### src/verilog/alarm_defines.svh
// Constants for the eight-channel threshold and alarm monitor.
// Assumes a 200 MHz system clock; times are in seconds or cycles.
//
// Function
// - Normal mode checks every 4 s, or each log interval if shorter.
// - Power-save checks once a minute, or each log interval if shorter.
// - Alarm in power-save shows main alarm plus power-save alarm tag.
// - Stopped logger does no checking and shows no violation or alarm.
// - Above/below arrows lit only while violation persists; never logged.
// - Alarm shown once conditions met; latching set by output configuration.
// - Collective alarm output switches in the same cycle as alarm display.
// - Expired alarm stored in memory only after next log interval ends.
// - Every violation and alarm, however short, goes to the alarm protocol; here only violations present at a check strobe reach it.
// - Host command or keypad acknowledges alarms; device clears them.
// - Delay timer restarts at each new violation; short ones never alarm.
// - Long violation operates contact at expiry; protocol gets on and off.
// - Power-save blanks display; four circles show correct recording.
// - Missing external supply forces power-save; keypad wakes display briefly.
// - Host configuration command switches power-save on and off.
// - Energy counter tracks battery use; battery-low lit at capacity limit.
// - Digital inputs never reach protocol or contacts; only table markers, forwarded alarms and, for the first input, defrost delay selection.
// - Forwarded input alarms sampled only at monitoring software updates.
// - Violation is above upper or below lower, until back in band.
// - Defrost check enabled and first input closed selects defrost delay.
// - Loop current above upper fault level overflow, below lower underflow.
`ifndef ALARM_DEFINES_SVH
`define ALARM_DEFINES_SVH

`define CLK_HZ 200000000
`define SEC_CYCLES (`CLK_HZ * 1)
`define CHECK_NORMAL_S 16'h0004
`define CHECK_PSAVE_S 16'h003C
`define DISPLAY_WAKE_S 16'h001E
`define OVERFLOW_UA 16'h4FB0
`define UNDERFLOW_UA 16'h0E10
`define EVT_VIOL_ON 2'h0
`define EVT_VIOL_OFF 2'h1
`define EVT_ALARM_ON 2'h2
`define EVT_ALARM_OFF 2'h3

`endif

### src/verilog/alarm_pkg.sv
// Types shared by the threshold and alarm monitor.
// Assumes the constants header is included by the modules.
package alarm_pkg;
  typedef enum logic [1:0] {MODE_STOP, MODE_NORMAL, MODE_PSAVE} mode_t;
  typedef logic [1:0] evt_code_t;
endpackage

### src/verilog/channel_monitor.sv
// Limit comparison, alarm delay and alarm latch for one channel.
// Assumes value and limits on the same clock; strobes are one cycle.
`timescale 1ns/100ps
`default_nettype none
module channel_monitor
  import alarm_pkg::*;
#(
  parameter int VW = 16,
  parameter int DW = 16
)
(
  input wire logic sys_clk,
  input wire logic rst,
  input wire logic checkStb,
  input wire logic secTick,
  input wire logic active,
  input wire logic latchMode,
  input wire logic ackStb,
  input wire logic [VW-1:0] value,
  input wire logic [VW-1:0] upper,
  input wire logic [VW-1:0] lower,
  input wire logic [DW-1:0] delaySec,
  output logic above,
  output logic below,
  output logic alarm,
  output logic violRise,
  output logic violFall,
  output logic alarmRise,
  output logic alarmFall
);
  logic [DW-1:0] timer_q;
  logic acked_q;

  // Limit compare and alarm decisions
  wire viol = above | below;
  wire aboveNow = value > upper;
  wire belowNow = value < lower;
  wire newViol = aboveNow | belowNow;
  wire expired = timer_q >= delaySec;
  wire setAlarm = active & viol & ~acked_q & expired & ~alarm;
  wire clrAlarm = alarm & (ackStb | (~latchMode & ~viol));

  // Violation state and delay timer
  always_ff @(posedge sys_clk or posedge rst)
  begin
    if (rst)
    begin
      above <= 1'b0;
      below <= 1'b0;
      timer_q <= '0;
      violRise <= 1'b0;
      violFall <= 1'b0;
    end
    else if (!active)
    begin
      above <= 1'b0;
      below <= 1'b0;
      timer_q <= '0;
      violRise <= 1'b0;
      violFall <= viol;
    end
    else if (checkStb)
    begin
      above <= aboveNow;
      below <= belowNow;
      violRise <= newViol & ~viol;
      violFall <= viol & ~newViol;
      if (newViol && !viol)
      begin
        timer_q <= '0;
      end
    end
    else
    begin
      violRise <= 1'b0;
      violFall <= 1'b0;
      if (secTick && viol && !expired)
      begin
        timer_q <= timer_q + 1'b1;
      end
    end
  end

  // Alarm latch; a new alarm wins over an acknowledge in the same cycle
  always_ff @(posedge sys_clk or posedge rst)
  begin
    if (rst)
    begin
      alarm <= 1'b0;
      acked_q <= 1'b0;
      alarmRise <= 1'b0;
      alarmFall <= 1'b0;
    end
    else
    begin
      alarm <= active & (setAlarm | (alarm & ~clrAlarm));
      acked_q <= active & viol & (acked_q | (ackStb & alarm));
      alarmRise <= setAlarm;
      alarmFall <= alarm & (~active | clrAlarm) & ~setAlarm;
    end
  end
endmodule
`default_nettype wire

### src/verilog/threshold_alarm_monitor.sv
// Top of the eight-channel threshold and alarm monitor.
// Assumes measured values and host commands on sys_clk; keypad, supply
// sense and digital inputs arrive asynchronously from pins.
`timescale 1ns/100ps
`default_nettype none
`include "alarm_defines.svh"
module threshold_alarm_monitor
  import alarm_pkg::*;
#(
  parameter int NCH = 8,
  parameter int VW = 16,
  parameter int DW = 16,
  parameter int TICKS_PER_SEC = `SEC_CYCLES
)
(
  input wire logic sys_clk,
  input wire logic rst,
  input wire logic loggerRun,
  input wire logic powersaveCmd,
  input wire logic [15:0] logIntervalSec,
  input wire logic [NCH-1:0] channelSelect,
  input wire logic [NCH-1:0] alarmEnable,
  input wire logic latchMode,
  input wire logic defrostCheck,
  input wire logic [DW-1:0] alarmDelaySec,
  input wire logic [DW-1:0] defrostDelaySec,
  input wire logic [NCH*VW-1:0] measValue,
  input wire logic [NCH*VW-1:0] upperLimit,
  input wire logic [NCH*VW-1:0] lowerLimit,
  input wire logic [NCH*16-1:0] loopCurrentUa,
  input wire logic hostAck,
  input wire logic batteryChangeCmd,
  input wire logic [31:0] capacityLimit,
  input wire logic monitorUpdate,
  input wire logic extSupplyPin,
  input wire logic keyWakePin,
  input wire logic keyAckPin,
  input wire logic first_digital_input,
  input wire logic second_digital_input,
  output logic alarmContact,
  output logic mainAlarm,
  output logic powersave_alarm_tag,
  output logic [NCH-1:0] sensorAlarm,
  output logic [NCH-1:0] arrowAbove,
  output logic [NCH-1:0] arrowBelow,
  output logic [NCH-1:0] overflowFlag,
  output logic [NCH-1:0] underflowFlag,
  output logic displayOn,
  output logic recordCircles,
  output logic powersaveActive,
  output logic batteryLow,
  output logic protoValid,
  output logic [1:0] protoCode,
  output logic [2:0] protoChannel,
  output logic logStore,
  output logic [NCH-1:0] logAlarmMask,
  output logic [1:0] marker_position,
  output logic [1:0] forwardedAlarm
);
  localparam int NPIN = 5;
  localparam int NEV = 4 * NCH;

  generate
    if (NCH < 1 || NCH > 8 || VW < 1 || DW < 1)
    begin : g_chk
      $error("threshold_alarm_monitor supports one to eight channels");
    end
  endgenerate

  // Pin synchroniser: three stages, accept when the last two agree
  logic [NPIN-1:0] sync1_q;
  logic [NPIN-1:0] sync2_q;
  logic [NPIN-1:0] sync3_q;
  logic [NPIN-1:0] pinFilt_q;
  wire [NPIN-1:0] pinRaw = {keyAckPin, keyWakePin, extSupplyPin,
                            second_digital_input, first_digital_input};
  wire [NPIN-1:0] pinAgree = ~(sync2_q ^ sync3_q);

  always_ff @(posedge sys_clk or posedge rst)
  begin
    if (rst)
    begin
      sync1_q <= '0;
      sync2_q <= '0;
      sync3_q <= '0;
      pinFilt_q <= '0;
    end
    else
    begin
      sync1_q <= pinRaw;
      sync2_q <= sync1_q;
      sync3_q <= sync2_q;
      pinFilt_q <= (pinAgree & sync3_q) | (~pinAgree & pinFilt_q);
    end
  end

  wire din1 = pinFilt_q[0];
  wire din2 = pinFilt_q[1];
  wire supplyOk = pinFilt_q[2];
  wire keyWake = pinFilt_q[3];
  wire keyAck = pinFilt_q[4];

  // Keypad edges
  logic keyWakePrev_q;
  logic keyAckPrev_q;
  wire keyWakeStb = keyWake & ~keyWakePrev_q;
  wire keyAckStb = keyAck & ~keyAckPrev_q;
  wire ackStb = hostAck | keyAckStb;

  always_ff @(posedge sys_clk or posedge rst)
  begin
    if (rst)
    begin
      keyWakePrev_q <= 1'b0;
      keyAckPrev_q <= 1'b0;
    end
    else
    begin
      keyWakePrev_q <= keyWake;
      keyAckPrev_q <= keyAck;
    end
  end

  // One-second enable
  logic secTick;

  tick_divider #(
    .DIV(TICKS_PER_SEC)
  ) u_sec (
    .sys_clk(sys_clk),
    .rst(rst),
    .tick(secTick)
  );

  // Operating mode and check period
  wire psave = powersaveCmd | ~supplyOk;
  wire [15:0] logInt = (logIntervalSec == 16'h0000) ? 16'h0001 : logIntervalSec;
  mode_t mode;
  logic [15:0] checkPeriod;

  assign mode = !loggerRun ? MODE_STOP : (psave ? MODE_PSAVE : MODE_NORMAL);

  always_comb
  begin
    unique case (mode)
      MODE_STOP: checkPeriod = 16'h0001;
      MODE_NORMAL: checkPeriod = (logInt < `CHECK_NORMAL_S) ? logInt : `CHECK_NORMAL_S;
      MODE_PSAVE: checkPeriod = (logInt > `CHECK_PSAVE_S) ? `CHECK_PSAVE_S : logInt;
    endcase
  end

  // Check and log interval counters in seconds
  logic [15:0] checkCount_q;
  logic [15:0] logCount_q;
  logic checkStb_q;
  logic logTick_q;
  wire checkDue = secTick & (checkCount_q + 16'h0001 >= checkPeriod);
  wire logDue = secTick & (logCount_q + 16'h0001 >= logInt);

  always_ff @(posedge sys_clk or posedge rst)
  begin
    if (rst)
    begin
      checkCount_q <= 16'h0000;
      logCount_q <= 16'h0000;
      checkStb_q <= 1'b0;
      logTick_q <= 1'b0;
    end
    else if (mode == MODE_STOP)
    begin
      checkCount_q <= 16'h0000;
      logCount_q <= 16'h0000;
      checkStb_q <= 1'b0;
      logTick_q <= 1'b0;
    end
    else
    begin
      checkStb_q <= checkDue;
      logTick_q <= logDue;
      if (secTick)
      begin
        checkCount_q <= checkDue ? 16'h0000 : checkCount_q + 16'h0001;
        logCount_q <= logDue ? 16'h0000 : logCount_q + 16'h0001;
      end
    end
  end

  // Delay selection, defrost overrides the normal delay
  wire [DW-1:0] delaySel = (defrostCheck & din1) ? defrostDelaySec : alarmDelaySec;
  wire [NCH-1:0] chActive = channelSelect & alarmEnable & {NCH{loggerRun}};

  // Per-channel monitors
  logic [NCH-1:0] chAbove;
  logic [NCH-1:0] chBelow;
  logic [NCH-1:0] chAlarm;
  logic [NCH-1:0] evViolOn;
  logic [NCH-1:0] evViolOff;
  logic [NCH-1:0] evAlarmOn;
  logic [NCH-1:0] evAlarmOff;

  genvar gi;
  generate
    for (gi = 0; gi < NCH; gi++)
    begin : g_ch
      channel_monitor #(
        .VW(VW),
        .DW(DW)
      ) u_ch (
        .sys_clk(sys_clk),
        .rst(rst),
        .checkStb(checkStb_q),
        .secTick(secTick),
        .active(chActive[gi]),
        .latchMode(latchMode),
        .ackStb(ackStb),
        .value(measValue[gi*VW +: VW]),
        .upper(upperLimit[gi*VW +: VW]),
        .lower(lowerLimit[gi*VW +: VW]),
        .delaySec(delaySel),
        .above(chAbove[gi]),
        .below(chBelow[gi]),
        .alarm(chAlarm[gi]),
        .violRise(evViolOn[gi]),
        .violFall(evViolOff[gi]),
        .alarmRise(evAlarmOn[gi]),
        .alarmFall(evAlarmOff[gi])
      );
    end
  endgenerate

  // Loop fault levels
  logic [NCH-1:0] ovfNow;
  logic [NCH-1:0] unfNow;

  generate
    for (gi = 0; gi < NCH; gi++)
    begin : g_fault
      assign ovfNow[gi] = loopCurrentUa[gi*16 +: 16] > `OVERFLOW_UA;
      assign unfNow[gi] = loopCurrentUa[gi*16 +: 16] < `UNDERFLOW_UA;
    end
  endgenerate

  // Indicators, all registered together so contact and display match
  wire anyAlarm = |chAlarm;

  always_ff @(posedge sys_clk or posedge rst)
  begin
    if (rst)
    begin
      sensorAlarm <= '0;
      arrowAbove <= '0;
      arrowBelow <= '0;
      mainAlarm <= 1'b0;
      alarmContact <= 1'b0;
      powersave_alarm_tag <= 1'b0;
      overflowFlag <= '0;
      underflowFlag <= '0;
    end
    else
    begin
      sensorAlarm <= chAlarm;
      arrowAbove <= chAbove;
      arrowBelow <= chBelow;
      mainAlarm <= anyAlarm;
      alarmContact <= anyAlarm;
      powersave_alarm_tag <= anyAlarm & (mode == MODE_PSAVE);
      if (mode == MODE_STOP)
      begin
        overflowFlag <= '0;
        underflowFlag <= '0;
      end
      else if (checkStb_q)
      begin
        overflowFlag <= ovfNow & channelSelect;
        underflowFlag <= unfNow & channelSelect;
      end
    end
  end

  // Protocol events held pending, served one per cycle, new event wins
  logic [NEV-1:0] pend_q;
  logic [NEV-1:0] served;
  logic [4:0] pick;
  logic pickValid;
  wire [NEV-1:0] newEvt = {evAlarmOff, evAlarmOn, evViolOff, evViolOn};

  always_comb
  begin
    pick = 5'h00;
    pickValid = 1'b0;
    served = '0;
    for (int i = NEV - 1; i >= 0; i--)
    begin
      if (pend_q[i])
      begin
        pick = 5'(i);
        pickValid = 1'b1;
      end
    end
    if (pickValid)
    begin
      served[pick] = 1'b1;
    end
  end

  wire [NCH-1:0] chOfPick = NCH'(pick % NCH);

  always_ff @(posedge sys_clk or posedge rst)
  begin
    if (rst)
    begin
      pend_q <= '0;
      protoValid <= 1'b0;
      protoCode <= 2'h0;
      protoChannel <= 3'h0;
    end
    else
    begin
      pend_q <= (pend_q & ~served) | newEvt;
      protoValid <= pickValid;
      protoCode <= evt_code_t'(pick / NCH);
      protoChannel <= chOfPick[2:0];
    end
  end

  // Alarms wait for the end of the next log interval before storage
  logic [NCH-1:0] logPend_q;

  always_ff @(posedge sys_clk or posedge rst)
  begin
    if (rst)
    begin
      logPend_q <= '0;
      logStore <= 1'b0;
      logAlarmMask <= '0;
    end
    else
    begin
      logStore <= logTick_q & (|logPend_q);
      logAlarmMask <= logTick_q ? logPend_q : '0;
      logPend_q <= (logTick_q ? '0 : logPend_q) | evAlarmOn;
    end
  end

  // Display and power-save behaviour
  logic [15:0] wake_q;

  always_ff @(posedge sys_clk or posedge rst)
  begin
    if (rst)
    begin
      wake_q <= 16'h0000;
      displayOn <= 1'b0;
      recordCircles <= 1'b0;
      powersaveActive <= 1'b0;
    end
    else
    begin
      if (keyWakeStb)
      begin
        wake_q <= `DISPLAY_WAKE_S;
      end
      else if (secTick && wake_q != 16'h0000)
      begin
        wake_q <= wake_q - 16'h0001;
      end
      displayOn <= ~psave | (wake_q != 16'h0000);
      recordCircles <= psave & loggerRun;
      powersaveActive <= psave;
    end
  end

  // Battery energy counter, cleared by the battery change command
  logic [31:0] energy_q;

  always_ff @(posedge sys_clk or posedge rst)
  begin
    if (rst)
    begin
      energy_q <= 32'h0000_0000;
      batteryLow <= 1'b0;
    end
    else
    begin
      if (batteryChangeCmd)
      begin
        energy_q <= 32'h0000_0000;
      end
      else if (secTick && !supplyOk && energy_q != 32'hFFFF_FFFF)
      begin
        energy_q <= energy_q + 32'h0000_0001;
      end
      batteryLow <= ~batteryChangeCmd & (energy_q >= capacityLimit);
    end
  end

  // Digital inputs: table markers and forwarded alarm snapshots; din1 also feeds the defrost delay selection
  always_ff @(posedge sys_clk or posedge rst)
  begin
    if (rst)
    begin
      marker_position <= 2'h0;
      forwardedAlarm <= 2'h0;
    end
    else
    begin
      marker_position <= {din2, din1};
      if (monitorUpdate)
      begin
        forwardedAlarm <= {din2, din1};
      end
    end
  end
endmodule
`default_nettype wire

### src/verilog/tick_divider.sv
// One-cycle enable pulse every DIV system clocks.
// Assumes one clock and an asynchronous active-high reset.
`timescale 1ns/100ps
`default_nettype none
module tick_divider
  import alarm_pkg::*;
#(
  parameter int DIV = 200000000
)
(
  input wire logic sys_clk,
  input wire logic rst,
  output logic tick
);
  localparam int CW = (DIV > 1) ? $clog2(DIV) : 1;
  localparam logic [CW-1:0] LAST = CW'(DIV - 1);

  logic [CW-1:0] count_q;

  generate
    if (DIV < 1)
    begin : g_chk
      $error("tick_divider needs DIV of at least one");
    end
  endgenerate

  // Free-running count, pulse on wrap
  always_ff @(posedge sys_clk or posedge rst)
  begin
    if (rst)
    begin
      count_q <= '0;
      tick <= 1'b0;
    end
    else
    begin
      tick <= (count_q == LAST);
      count_q <= (count_q == LAST) ? '0 : count_q + 1'b1;
    end
  end
endmodule
`default_nettype wire
### config.mk
export PLATFORM = sky130hd
export DESIGN_NAME = threshold_alarm_monitor
export DESIGN_NICKNAME = d
export VERILOG_FILES = /design/src/verilog/alarm_pkg.sv /design/src/verilog/channel_monitor.sv /design/src/verilog/threshold_alarm_monitor.sv /design/src/verilog/tick_divider.sv
export VERILOG_INCLUDE_DIRS = /design/src /design/src/verilog
export SDC_FILE = /design/constraint.sdc
export NUM_CORES = 2
export LEC_CHECK = 0
export ABC_AREA = 1
export BUFFER_PORTS_ARGS = -buffer_cell sky130_fd_sc_hd__clkbuf_2
export CELL_PAD_IN_SITES_DETAIL_PLACEMENT = 2
export CELL_PAD_IN_SITES_GLOBAL_PLACEMENT = 2
export CORE_MARGIN = 3
export CORE_UTILIZATION = 34
export CTS_CLUSTER_DIAMETER = 200
export CTS_CLUSTER_SIZE = 25
export DETAILED_ROUTE_END_ITERATION = 10
export GPL_TIMING_DRIVEN = 0
export MAX_ROUTING_LAYER = met4
export PLACE_DENSITY = 0.93
export SKIP_CTS_REPAIR_TIMING = 1
export SLEW_MARGIN = 20
export SYNTH_ARGS = -nofsm -noshare
export SYNTH_HDL_FRONTEND = slang
export SYNTH_SLANG_ARGS = --single-unit
### constraint.sdc
create_clock -name sys_clk -period 28 [get_ports sys_clk]
set_clock_uncertainty 0.2 [all_clocks]
set_input_delay 1.4 -clock sys_clk [delete_from_list [all_inputs] [get_ports sys_clk]]
set_output_delay 1.4 -clock sys_clk [all_outputs]
set_load 0.03 [all_outputs]
# Yosys cells after proc, flatten, opt, wreduce, memory -nomap -nowiden
# Cells that the tools add are included.
[classes]
add_sub_neg = 13
n_mul = 0
n_div = 0
n_lt_le_gt_ge = 47
n_eq_ne = 28
shifts = 0
mux = 189
n_bitwise = 248
reduce_logical = 62
[op_table]
columns = ["operator", "n"]
rows = [
  ["2-to-1 mux 16 bit", 44],
  ["adder 16 x 1 -> 16 bit (second input constant)", 10],
  [">= comparator 16 bit", 10],
  ["2-to-1 mux 5 bit", 32],
  ["greater-than comparator 16 x 15 -> 1 bit (second input constant)", 8],
  ["greater-than comparator 16 bit", 8],
  ["< comparator 16 x 12 -> 1 bit (second input constant)", 8],
  ["< comparator 16 bit", 8],
  ["AND 1 bit", 121],
  ["2-to-1 mux 1 bit", 99],
  ["2-to-1 mux 32 bit", 3],
  ["NOT 1 bit", 62],
  ["bitwise OR 1 bit", 51],
  ["2-to-1 mux 8 bit", 6],
  ["inequality test 3 x 2 -> 1 bit (second input constant)", 16],
  ["one-hot mux 16 bit (3 select lines)", 1],
  ["adder 32 x 1 -> 32 bit (second input constant)", 1],
  ["AND 32 bit", 1],
  ["AND 8 bit", 4],
  [">= comparator 32 bit", 1],
  ["inequality test 32 bit (second input constant)", 1],
  ["NOT 32 bit", 1],
  ["bitwise OR 32 bit", 1],
  ["adder 28 x 1 -> 28 bit (second input constant)", 1],
  ["25 further kinds", 89],
]
[totals]
regBits = 430
latch_bits = 0
ramBits = 0
rom_bits = 0
inputBits = 622
out_inout_bits = 66
mem_count = 0

# Logic depth before layout (Yosys ltp)
[depth]
depth_word = 40
mapped_depth = 35
depth_no_buf = 35

# Modules after synthesis
# From an unflattened synthesis, not the netlist that was laid out.
[hier_totals]
hier_cells = 4720
area_unflattened_um2 = 34200.3
[modules_own_cells]
columns = ["module", "n_inst", "cells_each", "area_each_um2"]
rows = [
  ["channel_monitor", 8, 388, 2623.8],
  ["threshold_alarm_monitor", 1, 1384, 11531.1],
  ["tick_divider", 1, 232, 1679.1],
]

# Worst setup path before layout
# OpenSTA, ideal clock, no wires.
[synth_timing]
path_kind = "input -> register"
startpoint = "input port defrostCheck"
endpoint = "register g_ch[7].u_ch.timer_q[14]"
setup_ps = 136
arrival_time_ps = 4616
required_time_ps = 27664
setup_slack_ps = 23048
path_stages = 17
n_path_buf = 1
path_cell_list = "nand2_1 clkbuf_1 mux2i_1 ha_1 a21oi_1 o21ai_0 o211ai_1 o311ai_1 a31o_2 o31ai_2 nand2_1 nor2_2 nand4_1 nor2_1 nand2_1 nor2_1 nor3_1"
[synth_between]
elab_chain_len = 7
[synth_lines]
columns = ["element", "line", "source"]
rows = [
  ["from (decl)", "threshold_alarm_monitor.sv:24", "input wire logic defrostCheck,"],
  ["AND 1 bit", "threshold_alarm_monitor.sv:189", "wire [DW-1:0] delaySel = (defrostCheck & din1) ? defrostDelaySec : alarmDelaySec;"],
  ["2-to-1 mux 16 bit", "threshold_alarm_monitor.sv:189", ""],
  [">= comparator 16 bit", "channel_monitor.sv:39", "wire expired = timer_q >= delaySec;"],
  ["zero test 1 bit", "channel_monitor.sv:77", "if (secTick && viol && !expired)"],
  ["logical AND 1 bit", "channel_monitor.sv:77", ""],
  ["inequality test 3 x 2 -> 1 bit (no line)", "n/a", ""],
  ["AND reduction 2 bit (no line)", "n/a", ""],
  ["to (signal assigned)", "channel_monitor.sv:79", "timer_q <= timer_q + 1'b1;"],
  ["to (decl)", "channel_monitor.sv:31", "logic [DW-1:0] timer_q;"],
]
# Every way passes these cells.
# A chain may end at the register's enable or synchronous reset.

# Worst setup path in the final report
[layout_timing]
startpoint = "input port loggerRun"
endpoint = "register checkCount_q[1]"
[layout_between]
elab_chain_len = 8
[layout_lines]
columns = ["element", "line", "source"]
rows = [
  ["from (decl)", "threshold_alarm_monitor.sv:18", "input wire logic loggerRun,"],
  ["2-to-1 mux 2 bit (*)", "threshold_alarm_monitor.sv:141", "assign mode = !loggerRun ? MODE_STOP : (psave ? MODE_PSAVE : MODE_NORMAL);"],
  ["== test 2 bit, or another cell as far along", "threshold_alarm_monitor.sv:145", "unique case (mode)"],
  ["one-hot mux 16 bit (3 select lines)", "threshold_alarm_monitor.sv:145", ""],
  [">= comparator 16 bit", "threshold_alarm_monitor.sv:157", "wire checkDue = secTick & (checkCount_q + 16'h0001 >= checkPeriod);"],
  ["AND 1 bit", "threshold_alarm_monitor.sv:157", ""],
  ["2-to-1 mux 16 bit", "threshold_alarm_monitor.sv:182", "checkCount_q <= checkDue ? 16'h0000 : checkCount_q + 16'h0001;"],
  ["2-to-1 mux 16 bit", "threshold_alarm_monitor.sv:180", "if (secTick)"],
  ["2-to-1 mux 16 bit", "threshold_alarm_monitor.sv:169", "else if (mode == MODE_STOP)"],
  ["to (signal assigned)", "threshold_alarm_monitor.sv:182", ""],
  ["to (decl)", "threshold_alarm_monitor.sv:153", "logic [15:0] checkCount_q;"],
]
# Mark *: on every way between the ends. The rest lies on a longest branch, timed or not. The select of a mux whose other input is x is not followed.

==> summary by stage <==
Power and ir drop
Summed over all cells, the static leakage comes to 19.7 nW. Across the VDD grid, the largest voltage drop is 0.0000534 V. The power per standard cell area is 42.2 nW/um^2. Summing internal, switching and leakage power gives 1.57 mW.

Clock network
The clock transition at the registers of the reported paths is 0.11 ns. Clock tree synthesis selected as its root buffer the cell clkbuf_16. Counting the buffers created by CTS gives 21. Clock latency on the worst-skew pair, taken at its later pin, is 0.60 ns. The longest clock path from root to sink contains 3 buffers. The number of H-tree levels is 1. The clock sink count is 430. TritonCTS built the clock tree.

Yosys
After synthesis, the netlist uses 77 different library cells. For this run, the number of Yosys warnings is 0. The post-synthesis sequential element count is 430. The sequential area share after synthesis is 34.4%.

The fraction of registers with async set or reset after synthesis is 100%. The most instantiated flip-flop cell in the synthesis netlist is dfrtp_1. The average instance in the mapped netlist occupies 7.91 sq um. Synthesis handed over a netlist of 3954 instances. The number of synthesized flops with an enable pin is 0. The cell area after synthesis is 31300 sq um.

Critical path
Along the worst path, the maximum fanout reaches 10. The classification of the worst setup path is in -> reg. The end of the worst register-to-register path is g_ch[7].u_ch.timer_q[14]. Data on the critical path is required at its endpoint by 28.26 ns. The worst setup path is captured at a flip-flop.

The worst setup path is launched from an input pin. The worst register-to-register path has a depth of 17. Data on the critical path arrives at its endpoint at 6.74 ns. The worst setup slack for register-to-register paths is 22.30 ns.

Detailed routing
The length of the first detailed-routing pass in iterations is 5. Once detail routing completed, the nets flagged for antenna violations numbered 0. The via total after detailed routing is 32200. The first-iteration detailed-routing DRC count is 1921.

The sum of routed wire length over all layers is 154000 um. The detailed-route vias per instance is 5.47. The routed length per instance is 26.1 um. In the routed design, unresolved DRC markers number 0.

Placement
The placed instance area is 36600 sq um. The global placer's final weighted congestion is 0.981. Counting tap cells, the placed design contains a total of 5844 instances. OpenSTA, run right after detailed placement, puts the worst setup slack at 21.18 ns. The count of buffers inserted at the top-level ports is 687. The placed wire-length estimate is 131000 um.

Floorplan
In this run the count of I/O pins placed on the die edge is 688. The vertical extent of the die is 309 um. The number of placement rows is 110. Once the floorplan was initialized, standard cells occupied 34.5% of the core. The floorplan step defined a die boundary enclosing 95700 sq um. In this run the horizontal extent of the chip is 309 um. The area of the core is 90600 sq um.

Cells and area
Leaving out fill and tap cells, the most frequent cells in the layout are inv_1 (752), clkbuf_2 (688), nand2_1 (614), ha_1 (453), dfrtp_1 (430). The share of post-route cells with drive strength above 1 is 18.3%. Cells fill 41.1% of the core in the end. Relative to the synthesized area, the layout overhead comes to 18.9%. The most common library cell in the layout ignoring fill and taps is inv_1. The final cell count without fillers is 5885.

Once layout is done, the placed cells without fillers occupy 37200 sq um. The post-layout net count is 5766.

Timing
The hold slack is 0.161 ns. Headroom to the max-slew limit came out at 18.4%. The max-slew violation count is 0.

Static timing analysis puts the maximum clock frequency at 154 MHz. The smallest clock period supported by the final layout is computed as 6.48 ns. Adding up every negative setup slack in the final design gives 0 ns. Setup violations remaining at the end of the flow were counted as 0. The final-report hold violation count is 0. The measured slew at the worst slew-check pin is 1.21 ns. In the finished design, the share of the clock period the worst path needs comes to 23.2%. Setup slack on the critical path of the routed design comes to 21.52 ns. Setup repair after global routing left no endpoint under its margin.

Global route
For this run, global-route usage on met3 was measured as 5.61%. The number of antenna violations at the first check in global routing is 24. The remaining global-route overflow is 0.

In the global route stage, overall resource usage came out at 32.5%. met2 is the most crowded layer. The via count of the first global-routing pass is 36500.

The met1 usage in global routing is 36.8%. Entering global routing, the biggest net connects 100 pins. The first global-routing pass estimated 228000 um of wire. Global routing used 57.4% of the available met2 tracks.

Hold path
The worst hold path terminates at sync2_q[1]. The min-delay analysis places its worst path in the category reg -> reg. The worst hold path begins at sync1_q[1]. The worst hold path passes through 0 cells.

Run
The count of maximum capacitance violations is 0.

Status
The run finished with clean final reports.
## metal layers
| metal | vias up | part of all wire, % |
|---|---|---|
| met5 | - | 0 |
| met4 | 0 | 4.1 |
| met3 | 260 | 5.7 |
| met2 | 926 | 51 |
| met1 | 16300 | 40 |
| li1 | 14700 | - |
## cell usage after synthesis (11+ instances only)
| master | count | area, sq um |
|---|---|---|
| o41ai_1 | 11 | 96.3 |
| o21ai_1 | 23 | 115 |
| nor3_1 | 140 | 701 |
| a21o_1 | 13 | 97.6 |
| ha_1 | 453 | 5670 |
| xor2_1 | 58 | 508 |
| o31ai_1 | 16 | 120 |
| a211oi_1 | 31 | 233 |
| nor3b_1 | 23 | 173 |
| o21a_1 | 14 | 105 |
| nand3_1 | 183 | 916 |
| a21oi_1 | 283 | 1420 |
| nor2_1 | 288 | 1080 |
| nor3_2 | 14 | 140 |
| o21ai_0 | 175 | 876 |
| inv_2 | 12 | 45.0 |
| nand2_1 | 614 | 2300 |
| dfrtp_1 | 430 | 10800 |
| or2_2 | 15 | 93.8 |
| clkbuf_1 | 22 | 82.6 |
| nand4_1 | 81 | 507 |
| mux2i_1 | 15 | 150 |
| a31oi_1 | 23 | 144 |
| inv_1 | 753 | 2830 |
| nor4_1 | 51 | 319 |
| o211ai_1 | 30 | 225 |
## worst max-delay path, cell delays in order
cell and delay [ns]:
clkbuf_2 0.29, buf_2 0.40, buf_1 0.89, nand2_1 0.37
o21ai_0 0.45, a21oi_1 0.12, ha_1 0.32, inv_1 0.07
a21boi_1 0.09, o21a_1 0.18, o21a_1 0.17, o21ai_1 0.12
nand2_1 0.06, nand2_1 0.06, nand2_1 0.06, nand2_1 0.07
nand2_1 0.05, a21oi_1 0.19, o211ai_1 0.15, nand4_1 0.10
inv_1 0.05, o21ai_1 0.41, buf_2 0.34, nand3_1 0.12
o21ai_0 0.18
## worst max path at each step
stage / from / endpoint / slack, ns / depth (start not counted)
6_report: loggerRun / checkCount_q[1] / 21.52 / 25
4_1_cts: loggerRun / checkCount_q[1] / 21.62 / 25
5_1_grt: loggerRun / checkCount_q[1] / 21.36 / 25
2_1_floorplan: rst / async pin / 14.43 / 1
3_3_place_gp: rst / arrowAbove[1] / 8.55 / 2
3_5_place_dp: loggerRun / checkCount_q[13] / 21.18 / 24
## logic make-up (layout without fill, tap and decap cells)
| family | after synthesis | count (layout) | share of synthesized area, % |
|---|---|---|---|
| buffers and inverters | 809 | 1537 | 9.81 |
| adder cells (fa/ha/maj) | 458 | 458 | 18.3 |
| flip-flops | 430 | 430 | 34.4 |
| XOR/XNOR | 64 | 64 | 1.79 |
| AND/OR/NAND/NOR | 1471 | 1471 | 21.8 |
| AO/OA/AOI/OAI | 699 | 699 | 13.1 |
| multiplexers | 22 | 22 | 0.732 |
| other | 1 | 28 | 0.0120 |
## area by class of cell
class,count,area [sq um]
flip-flops and latches,430,10800
repair buffers,705,3720
inverters,773,2920
multi-input cells,2724,17600
plain buffers,36,159
well taps,1176,1470
clock buffers,21,526
diodes,18,45.0
fillers,10600,53400
clock inverters,2,28.8
## where the power goes
part | leakage (nW) | internal (mW) | switching, mW | total (mW)
Clock | 0.273 | 0.138 | 0.229 | 0.368
Combinational | 13.5 | 0.164 | 0.384 | 0.548
Sequential | 5.88 | 0.638 | 0.0155 | 0.654
## sequential cells by signal, summed over array words and instances, names as in the netlist, 16 cells and up, named ones only
signal	flops
g_ch.u_ch.timer_q	128
u_sec.count_q	28
pend_q	32
logCount_q	16
wake_q	16
checkCount_q	16
energy_q	32
Power figures use the tool's default switching activity.
